--- src/pp_pkg.sv ---
// Package of constants and types for the printer port with EPP cycles
package pp_pkg;

  localparam int PP_AW = 8;

  localparam logic [7:0] PP_OFF_DATA     = 8'h00;
  localparam logic [7:0] PP_OFF_STAT     = 8'h04;
  localparam logic [7:0] PP_OFF_CTRL     = 8'h08;
  localparam logic [7:0] PP_OFF_EPP_ADDR = 8'h0C;
  localparam logic [7:0] PP_OFF_EPP_DATA = 8'h10;
  localparam logic [7:0] PP_OFF_IRQ_STAT = 8'h14;
  localparam logic [7:0] PP_OFF_IRQ_MASK = 8'h18;

  localparam int PP_CLK_NS     = 25;
  localparam int PP_EPP_TO_NS  = 10000;
  localparam int PP_EPP_TO_CYC = PP_EPP_TO_NS / PP_CLK_NS;
  localparam int PP_CNT_W      = 16;

  localparam int PP_NEV        = 3;
  localparam int PP_EV_RECEIPT = 0;
  localparam int PP_EV_FAULT   = 1;
  localparam int PP_EV_TIMEOUT = 2;

  typedef struct packed {
    logic epp_en;
    logic dir;
    logic selin;
    logic init;
    logic autofd;
    logic strobe;
  } pp_ctrl_s;

  localparam pp_ctrl_s PP_CTRL_RST = 6'h00;

  typedef struct packed {
    logic       busy;
    logic       no_media;
    logic       online;
    logic       fault_n;
    logic       receipt_n;
    logic [1:0] rsv;
    logic       timeout;
  } pp_stat_s;

  typedef enum logic [3:0] {
    PP_IDLE   = 4'h1,
    PP_SETUP  = 4'h2,
    PP_STROBE = 4'h4,
    PP_DONE   = 4'h8
  } pp_epp_e;

  typedef struct packed {
    logic addr_n;
    logic data_n;
    logic write_n;
  } pp_strb_s;

  typedef struct packed {
    logic out;
    logic oe;
  } pp_pin_s;

  typedef struct packed {
    pp_epp_e              st;
    pp_ctrl_s             ctrl;
    logic [7:0]           data;
    logic [7:0]           rd;
    logic                 is_addr;
    logic                 is_write;
    logic [PP_CNT_W-1:0]  cnt;
    logic                 timeout;
    logic                 receipt_d;
    logic                 fault_d;
  } pp_main_s;

  typedef struct packed {
    logic [PP_NEV-1:0] stat;
    logic [PP_NEV-1:0] mask;
  } pp_irq_s;

endpackage

--- src/pp_pin_mux.sv ---
// Pin function selection between printer and EPP modes
`timescale 1ns/1ps
`default_nettype none
module pp_pin_mux
  import pp_pkg::*;
(
  // Controls
  input  wire pp_ctrl_s ctrl,
  input  wire pp_strb_s strb,
  // Pins
  output pp_pin_s       lf_pin,
  output pp_pin_s       sel_pin,
  output pp_pin_s       stb_pin,
  output pp_pin_s       init_pin
);

  always_comb begin
    // Reset pin is open drain in both modes
    init_pin = '{out: 1'b0, oe: !ctrl.init};
    if (ctrl.epp_en) begin
      // Push-pull strobes in EPP mode
      lf_pin  = '{out: strb.data_n,  oe: 1'b1};
      sel_pin = '{out: strb.addr_n,  oe: 1'b1};
      stb_pin = '{out: strb.write_n, oe: 1'b1};
    end else begin
      lf_pin  = '{out: 1'b0, oe: ctrl.autofd};
      sel_pin = '{out: 1'b0, oe: ctrl.selin};
      stb_pin = '{out: 1'b0, oe: ctrl.strobe};
    end
  end

  chk_epp_pins : assert final (
    !ctrl.epp_en || (lf_pin.oe && sel_pin.oe && stb_pin.oe))
    else $error("strobe pin floating in EPP mode");
  chk_lf_float : assert final (
    ctrl.epp_en || ctrl.autofd || !lf_pin.oe)
    else $error("line feed driven while its bit is zero");
  chk_init_drive : assert final (
    ctrl.init || (init_pin.oe && !init_pin.out))
    else $error("printer reset not driven low");
  chk_init_rel : assert final (
    !ctrl.init || !init_pin.oe)
    else $error("printer reset driven while its bit is one");

endmodule
`default_nettype wire

--- src/pp_irq.sv ---
// Sticky event status with mask and read clear
`timescale 1ns/1ps
`default_nettype none
module pp_irq
  import pp_pkg::*;
(
  // Clock and reset
  input  wire logic              pclk,
  input  wire logic              presetn,
  // Events and software access
  input  wire logic [PP_NEV-1:0] ev,
  input  wire logic              stat_rd,
  input  wire logic              mask_wr,
  input  wire logic [PP_NEV-1:0] mask_wdata,
  // State
  output logic      [PP_NEV-1:0] stat,
  output logic      [PP_NEV-1:0] mask,
  output logic                   irq
);

  pp_irq_s s_reg;
  pp_irq_s s_next;

  always_comb begin
    s_next = s_reg;
    // Set wins over read clear
    s_next.stat = (stat_rd ? '0 : s_reg.stat) | ev;
    if (mask_wr) begin
      s_next.mask = mask_wdata;
    end
  end

  always_ff @(posedge pclk or negedge presetn) begin
    if (!presetn) begin
      s_reg <= '0;
    end else begin
      s_reg <= s_next;
    end
  end

  assign stat = s_reg.stat;
  assign mask = s_reg.mask;
  assign irq  = |(s_reg.stat & s_reg.mask);
endmodule
`default_nettype wire

--- src/pp_port.sv ---
// Printer port top: APB registers, EPP cycle engine and pin control
`timescale 1ns/1ps
`default_nettype none
module pp_port
  import pp_pkg::*;
#(
  parameter int EPP_TO_CYC = PP_EPP_TO_CYC
) (
  // APB slave
  input  wire logic             pclk,
  input  wire logic             presetn,
  input  wire logic             psel,
  input  wire logic             penable,
  input  wire logic             pwrite,
  input  wire logic [PP_AW-1:0] paddr,
  input  wire logic [31:0]      pwdata,
  output logic      [31:0]      prdata,
  output logic                  pready,
  output logic                  pslverr,
  // Interrupt
  output logic                  irq,
  // Printer status inputs
  input  wire logic             receipt_n_in,
  input  wire logic             busy_wait_in,
  input  wire logic             fault_n_in,
  input  wire logic             no_media_in,
  input  wire logic             printer_online_in,
  // Data bus
  input  wire logic [7:0]       port_data_bus_in,
  output logic      [7:0]       port_data_bus_out,
  output logic                  port_data_bus_oe,
  // Control and strobe outputs
  output logic                  line_feed_auto_out,
  output logic                  line_feed_auto_oe,
  output logic                  device_choose_out,
  output logic                  device_choose_oe,
  output logic                  char_strobe_out,
  output logic                  char_strobe_oe,
  output logic                  printer_init_out,
  output logic                  printer_init_oe
);

  if (EPP_TO_CYC < 1 || EPP_TO_CYC >= (1 << PP_CNT_W)) begin : g_chk
    $error("EPP_TO_CYC out of range");
  end

  localparam logic [PP_CNT_W-1:0] TO_LIM = PP_CNT_W'(EPP_TO_CYC);

  function automatic logic is_epp(input logic [PP_AW-1:0] a);
    return (a == PP_OFF_EPP_ADDR) || (a == PP_OFF_EPP_DATA);
  endfunction

  function automatic logic is_mapped(input logic [PP_AW-1:0] a);
    return is_epp(a) || (a == PP_OFF_DATA) || (a == PP_OFF_STAT) ||
           (a == PP_OFF_CTRL) || (a == PP_OFF_IRQ_STAT) ||
           (a == PP_OFF_IRQ_MASK);
  endfunction

  pp_main_s          s_reg;
  pp_main_s          s_next;
  pp_strb_s          strb;
  pp_pin_s           lf_pin;
  pp_pin_s           sel_pin;
  pp_pin_s           stb_pin;
  pp_pin_s           init_pin;
  pp_stat_s          stat;
  logic [PP_NEV-1:0] ev;
  logic [PP_NEV-1:0] irq_stat;
  logic [PP_NEV-1:0] irq_mask;
  logic              epp_sel;
  logic              start;
  logic              done;
  logic              wr_en;
  logic              rd_en;
  logic              abort;

  // Bus decode
  assign epp_sel = s_reg.ctrl.epp_en && is_epp(paddr);
  assign start   = psel && !penable && epp_sel && (s_reg.st == PP_IDLE);
  assign done    = s_reg.st == PP_DONE;
  assign pready  = !(psel && penable && epp_sel) || done;
  assign pslverr = psel && penable && pready &&
                   (!is_mapped(paddr) || (epp_sel && s_reg.timeout));
  assign wr_en   = psel && penable && pready && pwrite;
  assign rd_en   = psel && penable && pready && !pwrite;
  // Wait held low past the limit ends the cycle
  assign abort   = (s_reg.st == PP_STROBE) && !busy_wait_in &&
                   (s_reg.cnt == TO_LIM);

  always_comb begin
    s_next           = s_reg;
    s_next.receipt_d = receipt_n_in;
    s_next.fault_d   = fault_n_in;
    if (wr_en && paddr == PP_OFF_CTRL) begin
      s_next.ctrl = pwdata[5:0];
    end
    if (wr_en && paddr == PP_OFF_DATA) begin
      s_next.data = pwdata[7:0];
    end
    unique case (s_reg.st)
      PP_IDLE: begin
        if (start) begin
          s_next.st       = PP_SETUP;
          s_next.is_addr  = paddr == PP_OFF_EPP_ADDR;
          s_next.is_write = pwrite;
          s_next.timeout  = 1'b0;
          s_next.cnt      = '0;
          if (pwrite) begin
            s_next.data = pwdata[7:0];
          end
        end
      end
      PP_SETUP: begin
        s_next.st = PP_STROBE;
      end
      PP_STROBE: begin
        if (busy_wait_in) begin
          // Peripheral ready: close the cycle
          s_next.st = PP_DONE;
          if (!s_reg.is_write) begin
            s_next.rd = port_data_bus_in;
          end
        end else if (abort) begin
          s_next.st      = PP_DONE;
          s_next.timeout = 1'b1;
        end else begin
          s_next.cnt = s_reg.cnt + 1'b1;
        end
      end
      PP_DONE: begin
        s_next.st = PP_IDLE;
      end
    endcase
  end

  always_ff @(posedge pclk or negedge presetn) begin
    if (!presetn) begin
      s_reg           <= '0;
      s_reg.st        <= PP_IDLE;
      s_reg.ctrl      <= PP_CTRL_RST;
      s_reg.receipt_d <= 1'b1;
      s_reg.fault_d   <= 1'b1;
    end else begin
      s_reg <= s_next;
    end
  end

  // EPP strobes: address and data low only in the strobe phase, write low from setup through strobe
  always_comb begin
    strb.addr_n  = !((s_reg.st == PP_STROBE) && s_reg.is_addr);
    strb.data_n  = !((s_reg.st == PP_STROBE) && !s_reg.is_addr);
    strb.write_n = !(s_reg.is_write &&
                    (s_reg.st == PP_SETUP || s_reg.st == PP_STROBE));
  end

  pp_pin_mux u_mux (
    .ctrl     (s_reg.ctrl),
    .strb     (strb),
    .lf_pin   (lf_pin),
    .sel_pin  (sel_pin),
    .stb_pin  (stb_pin),
    .init_pin (init_pin)
  );

  assign line_feed_auto_out = lf_pin.out;
  assign line_feed_auto_oe  = lf_pin.oe;
  assign device_choose_out  = sel_pin.out;
  assign device_choose_oe   = sel_pin.oe;
  assign char_strobe_out    = stb_pin.out;
  assign char_strobe_oe     = stb_pin.oe;
  assign printer_init_out   = init_pin.out;
  assign printer_init_oe    = init_pin.oe;

  // Data bus direction by mode
  assign port_data_bus_out = s_reg.data;
  assign port_data_bus_oe  = s_reg.ctrl.epp_en ?
                             (s_reg.is_write && s_reg.st != PP_IDLE) :
                             !s_reg.ctrl.dir;

  // Status inputs as seen by software
  always_comb begin
    stat           = '0;
    stat.busy      = busy_wait_in;
    stat.no_media  = no_media_in;
    stat.online    = printer_online_in;
    stat.fault_n   = fault_n_in;
    stat.receipt_n = receipt_n_in;
    stat.timeout   = s_reg.timeout;
  end

  // Falling edges of receipt and fault, and aborts
  always_comb begin
    ev                = '0;
    ev[PP_EV_RECEIPT] = s_reg.receipt_d && !receipt_n_in;
    ev[PP_EV_FAULT]   = s_reg.fault_d && !fault_n_in;
    ev[PP_EV_TIMEOUT] = abort;
  end

  pp_irq u_irq (
    .pclk       (pclk),
    .presetn    (presetn),
    .ev         (ev),
    .stat_rd    (rd_en && paddr == PP_OFF_IRQ_STAT),
    .mask_wr    (wr_en && paddr == PP_OFF_IRQ_MASK),
    .mask_wdata (pwdata[PP_NEV-1:0]),
    .stat       (irq_stat),
    .mask       (irq_mask),
    .irq        (irq)
  );

  always_comb begin
    prdata = '0;
    if (psel) begin
      unique case (paddr)
        PP_OFF_DATA:     prdata[7:0] = s_reg.ctrl.dir ?
                                       port_data_bus_in : s_reg.data;
        PP_OFF_STAT:     prdata[7:0] = stat;
        PP_OFF_CTRL:     prdata[5:0] = s_reg.ctrl;
        PP_OFF_EPP_ADDR,
        PP_OFF_EPP_DATA: prdata[7:0] = s_reg.ctrl.epp_en ? s_reg.rd : 8'h00;
        PP_OFF_IRQ_STAT: prdata[PP_NEV-1:0] = irq_stat;
        PP_OFF_IRQ_MASK: prdata[PP_NEV-1:0] = irq_mask;
        default:         prdata = '0;
      endcase
    end
  end
endmodule
`default_nettype wire

--- config.mk ---
export PLATFORM = sky130hd
export DESIGN_NAME = pp_port
export DESIGN_NICKNAME = d
export VERILOG_FILES = /design/src/pp_pkg.sv /design/src/pp_pin_mux.sv /design/src/pp_irq.sv /design/src/pp_port.sv
export SDC_FILE = /design/constraint.sdc
export NUM_CORES = 1
export LEC_CHECK = 0
export ABC_AREA = 1
export BUFFER_PORTS_ARGS = -buffer_cell sky130_fd_sc_hd__buf_2
export CORE_UTILIZATION = 35
export DETAILED_ROUTE_END_ITERATION = 16
export PLACE_DENSITY = 0.66
export SETUP_SLACK_MARGIN = 0.5
export SYNTH_ARGS = -nofsm -noshare
export SYNTH_HDL_FRONTEND = slang
export SYNTH_SLANG_ARGS = --single-unit
--- constraint.sdc ---
create_clock -name pclk -period 3.77 [get_ports pclk]
set_clock_uncertainty 0.1 [all_clocks]
set_input_delay 0.9425 -clock pclk [delete_from_list [all_inputs] [get_ports pclk]]
set_output_delay 0.9425 -clock pclk [all_outputs]
set_load 0.005 [all_outputs]
==> metrics <==
Vias 3109; worst-margin pin slew 702.2 ps; top cells by area, synth dfrtp_1 36%, nand2_1 14%, buf_4 7.4%, inv_1 6.1%, nor2_1 5.0%; maximum VDD drop 0.1710 mV; share of cells above drive strength 1 0.2316; fin crit share 0.8483; commonest non-fill, non-tap cells in the layout 127 x nand2_1, 60 x buf_2, 52 x inv_1; met1 usage 0.2306; Arrival @ worst endpoint 2160 ps; Clk pin slew, worst setup/hold paths 120 ps; GR peak layer met2; global routing usage on met2 0.2669; Fin Setup TNS 0 ps; Top Family by Delay on Critical Path buffers and inverters; fin util 0.4195; slowest stage cell, crit path a21oi_1; Max-Cap Viols 0; hold buffers post-CTS 0; Placeable Area 9371 µm²; Initial Util 0.3669; WP data required 2730 ps; router iterations before antenna repair 5; vias in the first global route 2909; status completed; number of port buffers 60; cell internal pwr 994.8 µW; CTS Buf Count 5; clock sinks 53; root buf cell clkbuf_8; LEAKAGE 1.961 nW; WP buf/inv 4; Fin. Hold Viols 0; initial antenna violation count 0; slew margin rel. 0.5307; nets@finish 590; largest net degree at the start of global routing 40; sequential area share after synthesis 0.3868; clk_lat worst skew 320 ps; synthesis-to-layout area growth 14.34%; final setup vio count 0; Final ANT Viol Nets 0; GP Congestion 0.8857; Detail Placement HPWL 6211 µm; clock period minus worst slack 3198 ps; # H-tree levels 2; Clock Tree Buf Depth 2; endpoint class of the critical path output port; post-route design area 3931 µm²; DR iter-0 viols 219; met3 usage 0.02011; Switching Share 0.3779; Diodes inserted 0; Startpoint Class input pin; FF+latch count, synth 53; final cell count without fillers 660; Multi-input gate area 1730 µm²; Seq pwr share 0.494; Rows 35; first-pass GRT wire length 13500 µm; Post-Place Cells 648; worst hold path type reg -> reg; post-synth top area cell dfrtp_1; CP Cell Sequence buf_2 > inv_1 > nand2_2 > nor2_4 > nand2_2 > nand2_4 > nand2_1 > inv_2 > nand2_1 > a21oi_1 > buf_2; # fillers 969; CTS tree yes; Avg Synthesized Cell Area 7.269 µm²; max incr delay on CP 180 ps; clock network fraction of total power 0.222; vias per cell 4.711; Syn Inst Count 473; commonest non-fill, non-tap cell in the layout nand2_1; Routed WL per cell 12.32 µm; Overall Power 1.599 mW; GRT Residual Overflow 0; mapped cell area 3438 µm²; Tot GR Track Use 0.1655; Reg area 1330 µm²; Worst Path Class, Setup in -> out; Synth top area share 0.3639; Cell variety after synth 36; # IOs 110; DIE AREA 10220 µm²; placed inst area 3714 µm²; residual DRC count 0; Die X-Extent 101.1 µm; synth warn 0; final WL 8129 µm; PwrDens 406.7 nW/µm²; Worst Path Max Fanout 7; RSZ-0062 raised after global routing true; Die Ht 101.1 µm; Logic pwr share 0.283; final slew viol count 0; Net Sw Power 604.2 µW; fmax 312.7 MHz
-- stage by stage --
stage / hold slack [ps] / setup WS (ps)
finish: 402.6 / 571.8
global route: 416.0 / 484.6
CTS: 402.8 / 518.9
detailed placement: 379.4 / 451.0
global placement: 370.2 / 469.2
floorplan: 358.5 / 797.6
-- layer usage --
metal / routed length, µm / share of wire
met1: 3878 / 0.48
met2: 3717 / 0.46
met3: 392 / 0.048
met4: 141 / 0.017
met5: 0 / 0
-- Yosys cell counts --
master,number
nand2_1,132
inv_1,56
dfrtp_1,50
nor2_1,46
buf_4,34
nand3_1,33
o21ai_0,16
o21ai_1,14
xor2_1,12
a21oi_1,10
nand4_1,9
inv_2,8
mux2_1,8
nor3_1,5
o21ai_2,4
clkbuf_1,3
dfstp_2,3
nand2_2,3
or2_2,3
a41oi_1,2
buf_2,2
buf_6,2
ha_1,2
nor2_2,2
nor2_4,2
nor3b_1,2
a31oi_1,1
conb_1,1
nand2_4,1
nand3_2,1
nand3_4,1
nand3b_1,1
nand4_2,1
o211ai_1,1
o311ai_0,1
xnor2_1,1
-- logic make-up (layout without fill, tap and decap cells) --
| kind of cell | Yosys count | count (layout) | synth area share |
|---|---|---|---|
| simple gates | 242 | 242 | 0.3086 |
| buf+inv | 105 | 139 | 0.1568 |
| flops | 53 | 53 | 0.3868 |
| compound gates | 49 | 49 | 0.08006 |
| xor+xnor | 13 | 13 | 0.03312 |
| mux | 8 | 8 | 0.02620 |
| fa+ha+maj | 2 | 2 | 0.007277 |
| other cells | 1 | 25 | 0.001091 |
-- power by group through the flow --
stage / logic (mW) / clock network (mW) / registers (mW)
global route: 0.522 / 0.386 / 0.810
global placement: 0.436 / 0 / 0.797
finish: 0.453 / 0.355 / 0.791
floorplan: 0.396 / 0 / 0.776
detailed placement: 0.449 / 0 / 0.802
CTS: 0.452 / 0.363 / 0.790
-- layout make-up --
cell class,instances,area share
flip-flops and latches,53,0.3383
well taps,129,0.04106
clock inverters,3,0.007320
repair buffers,67,0.09389
multi-input cells,339,0.4402
inverters,64,0.06174
clock buffers,5,0.01750
-- path summary, 6_finish.rpt --
check | start | end | slack [ps] | cells past startpoint
worst max-delay path | paddr[2] | prdata[1] | 570 | 11
worst min-delay path | s_reg[0]$_DFF_PN1_ | u_irq.stat[1]$_DFF_PN0_ | 400 | 2
worst max register to register | s_reg[43]$_DFFE_PN1P_ | s_reg[7]$_DFFE_PN0P_ | 1220 | 9
worst min register to register | s_reg[0]$_DFF_PN1_ | u_irq.stat[1]$_DFF_PN0_ | 400 | 2
max in group asynchronous | presetn | u_irq.mask[1]$_DFFE_PN0P_ | 2330 | 2
min in group asynchronous | presetn | s_reg[20]$_DFFE_PN0P_ | 420 | 1
-- what timing repair did --
action / 4_1_cts / 5_1_grt
setup endpoints to repair: 7 / 10
gates resized for setup: 3 / 25
pin swaps: 0 / 6
setup buffers: 0 / 4
-- tightest hold or removal path, cell delays in order, from the launching register on --
cell and delay [ps]:
dfstp_2 380, inv_1 40, o21ai_0 60
Power figures use the tool's default switching activity.
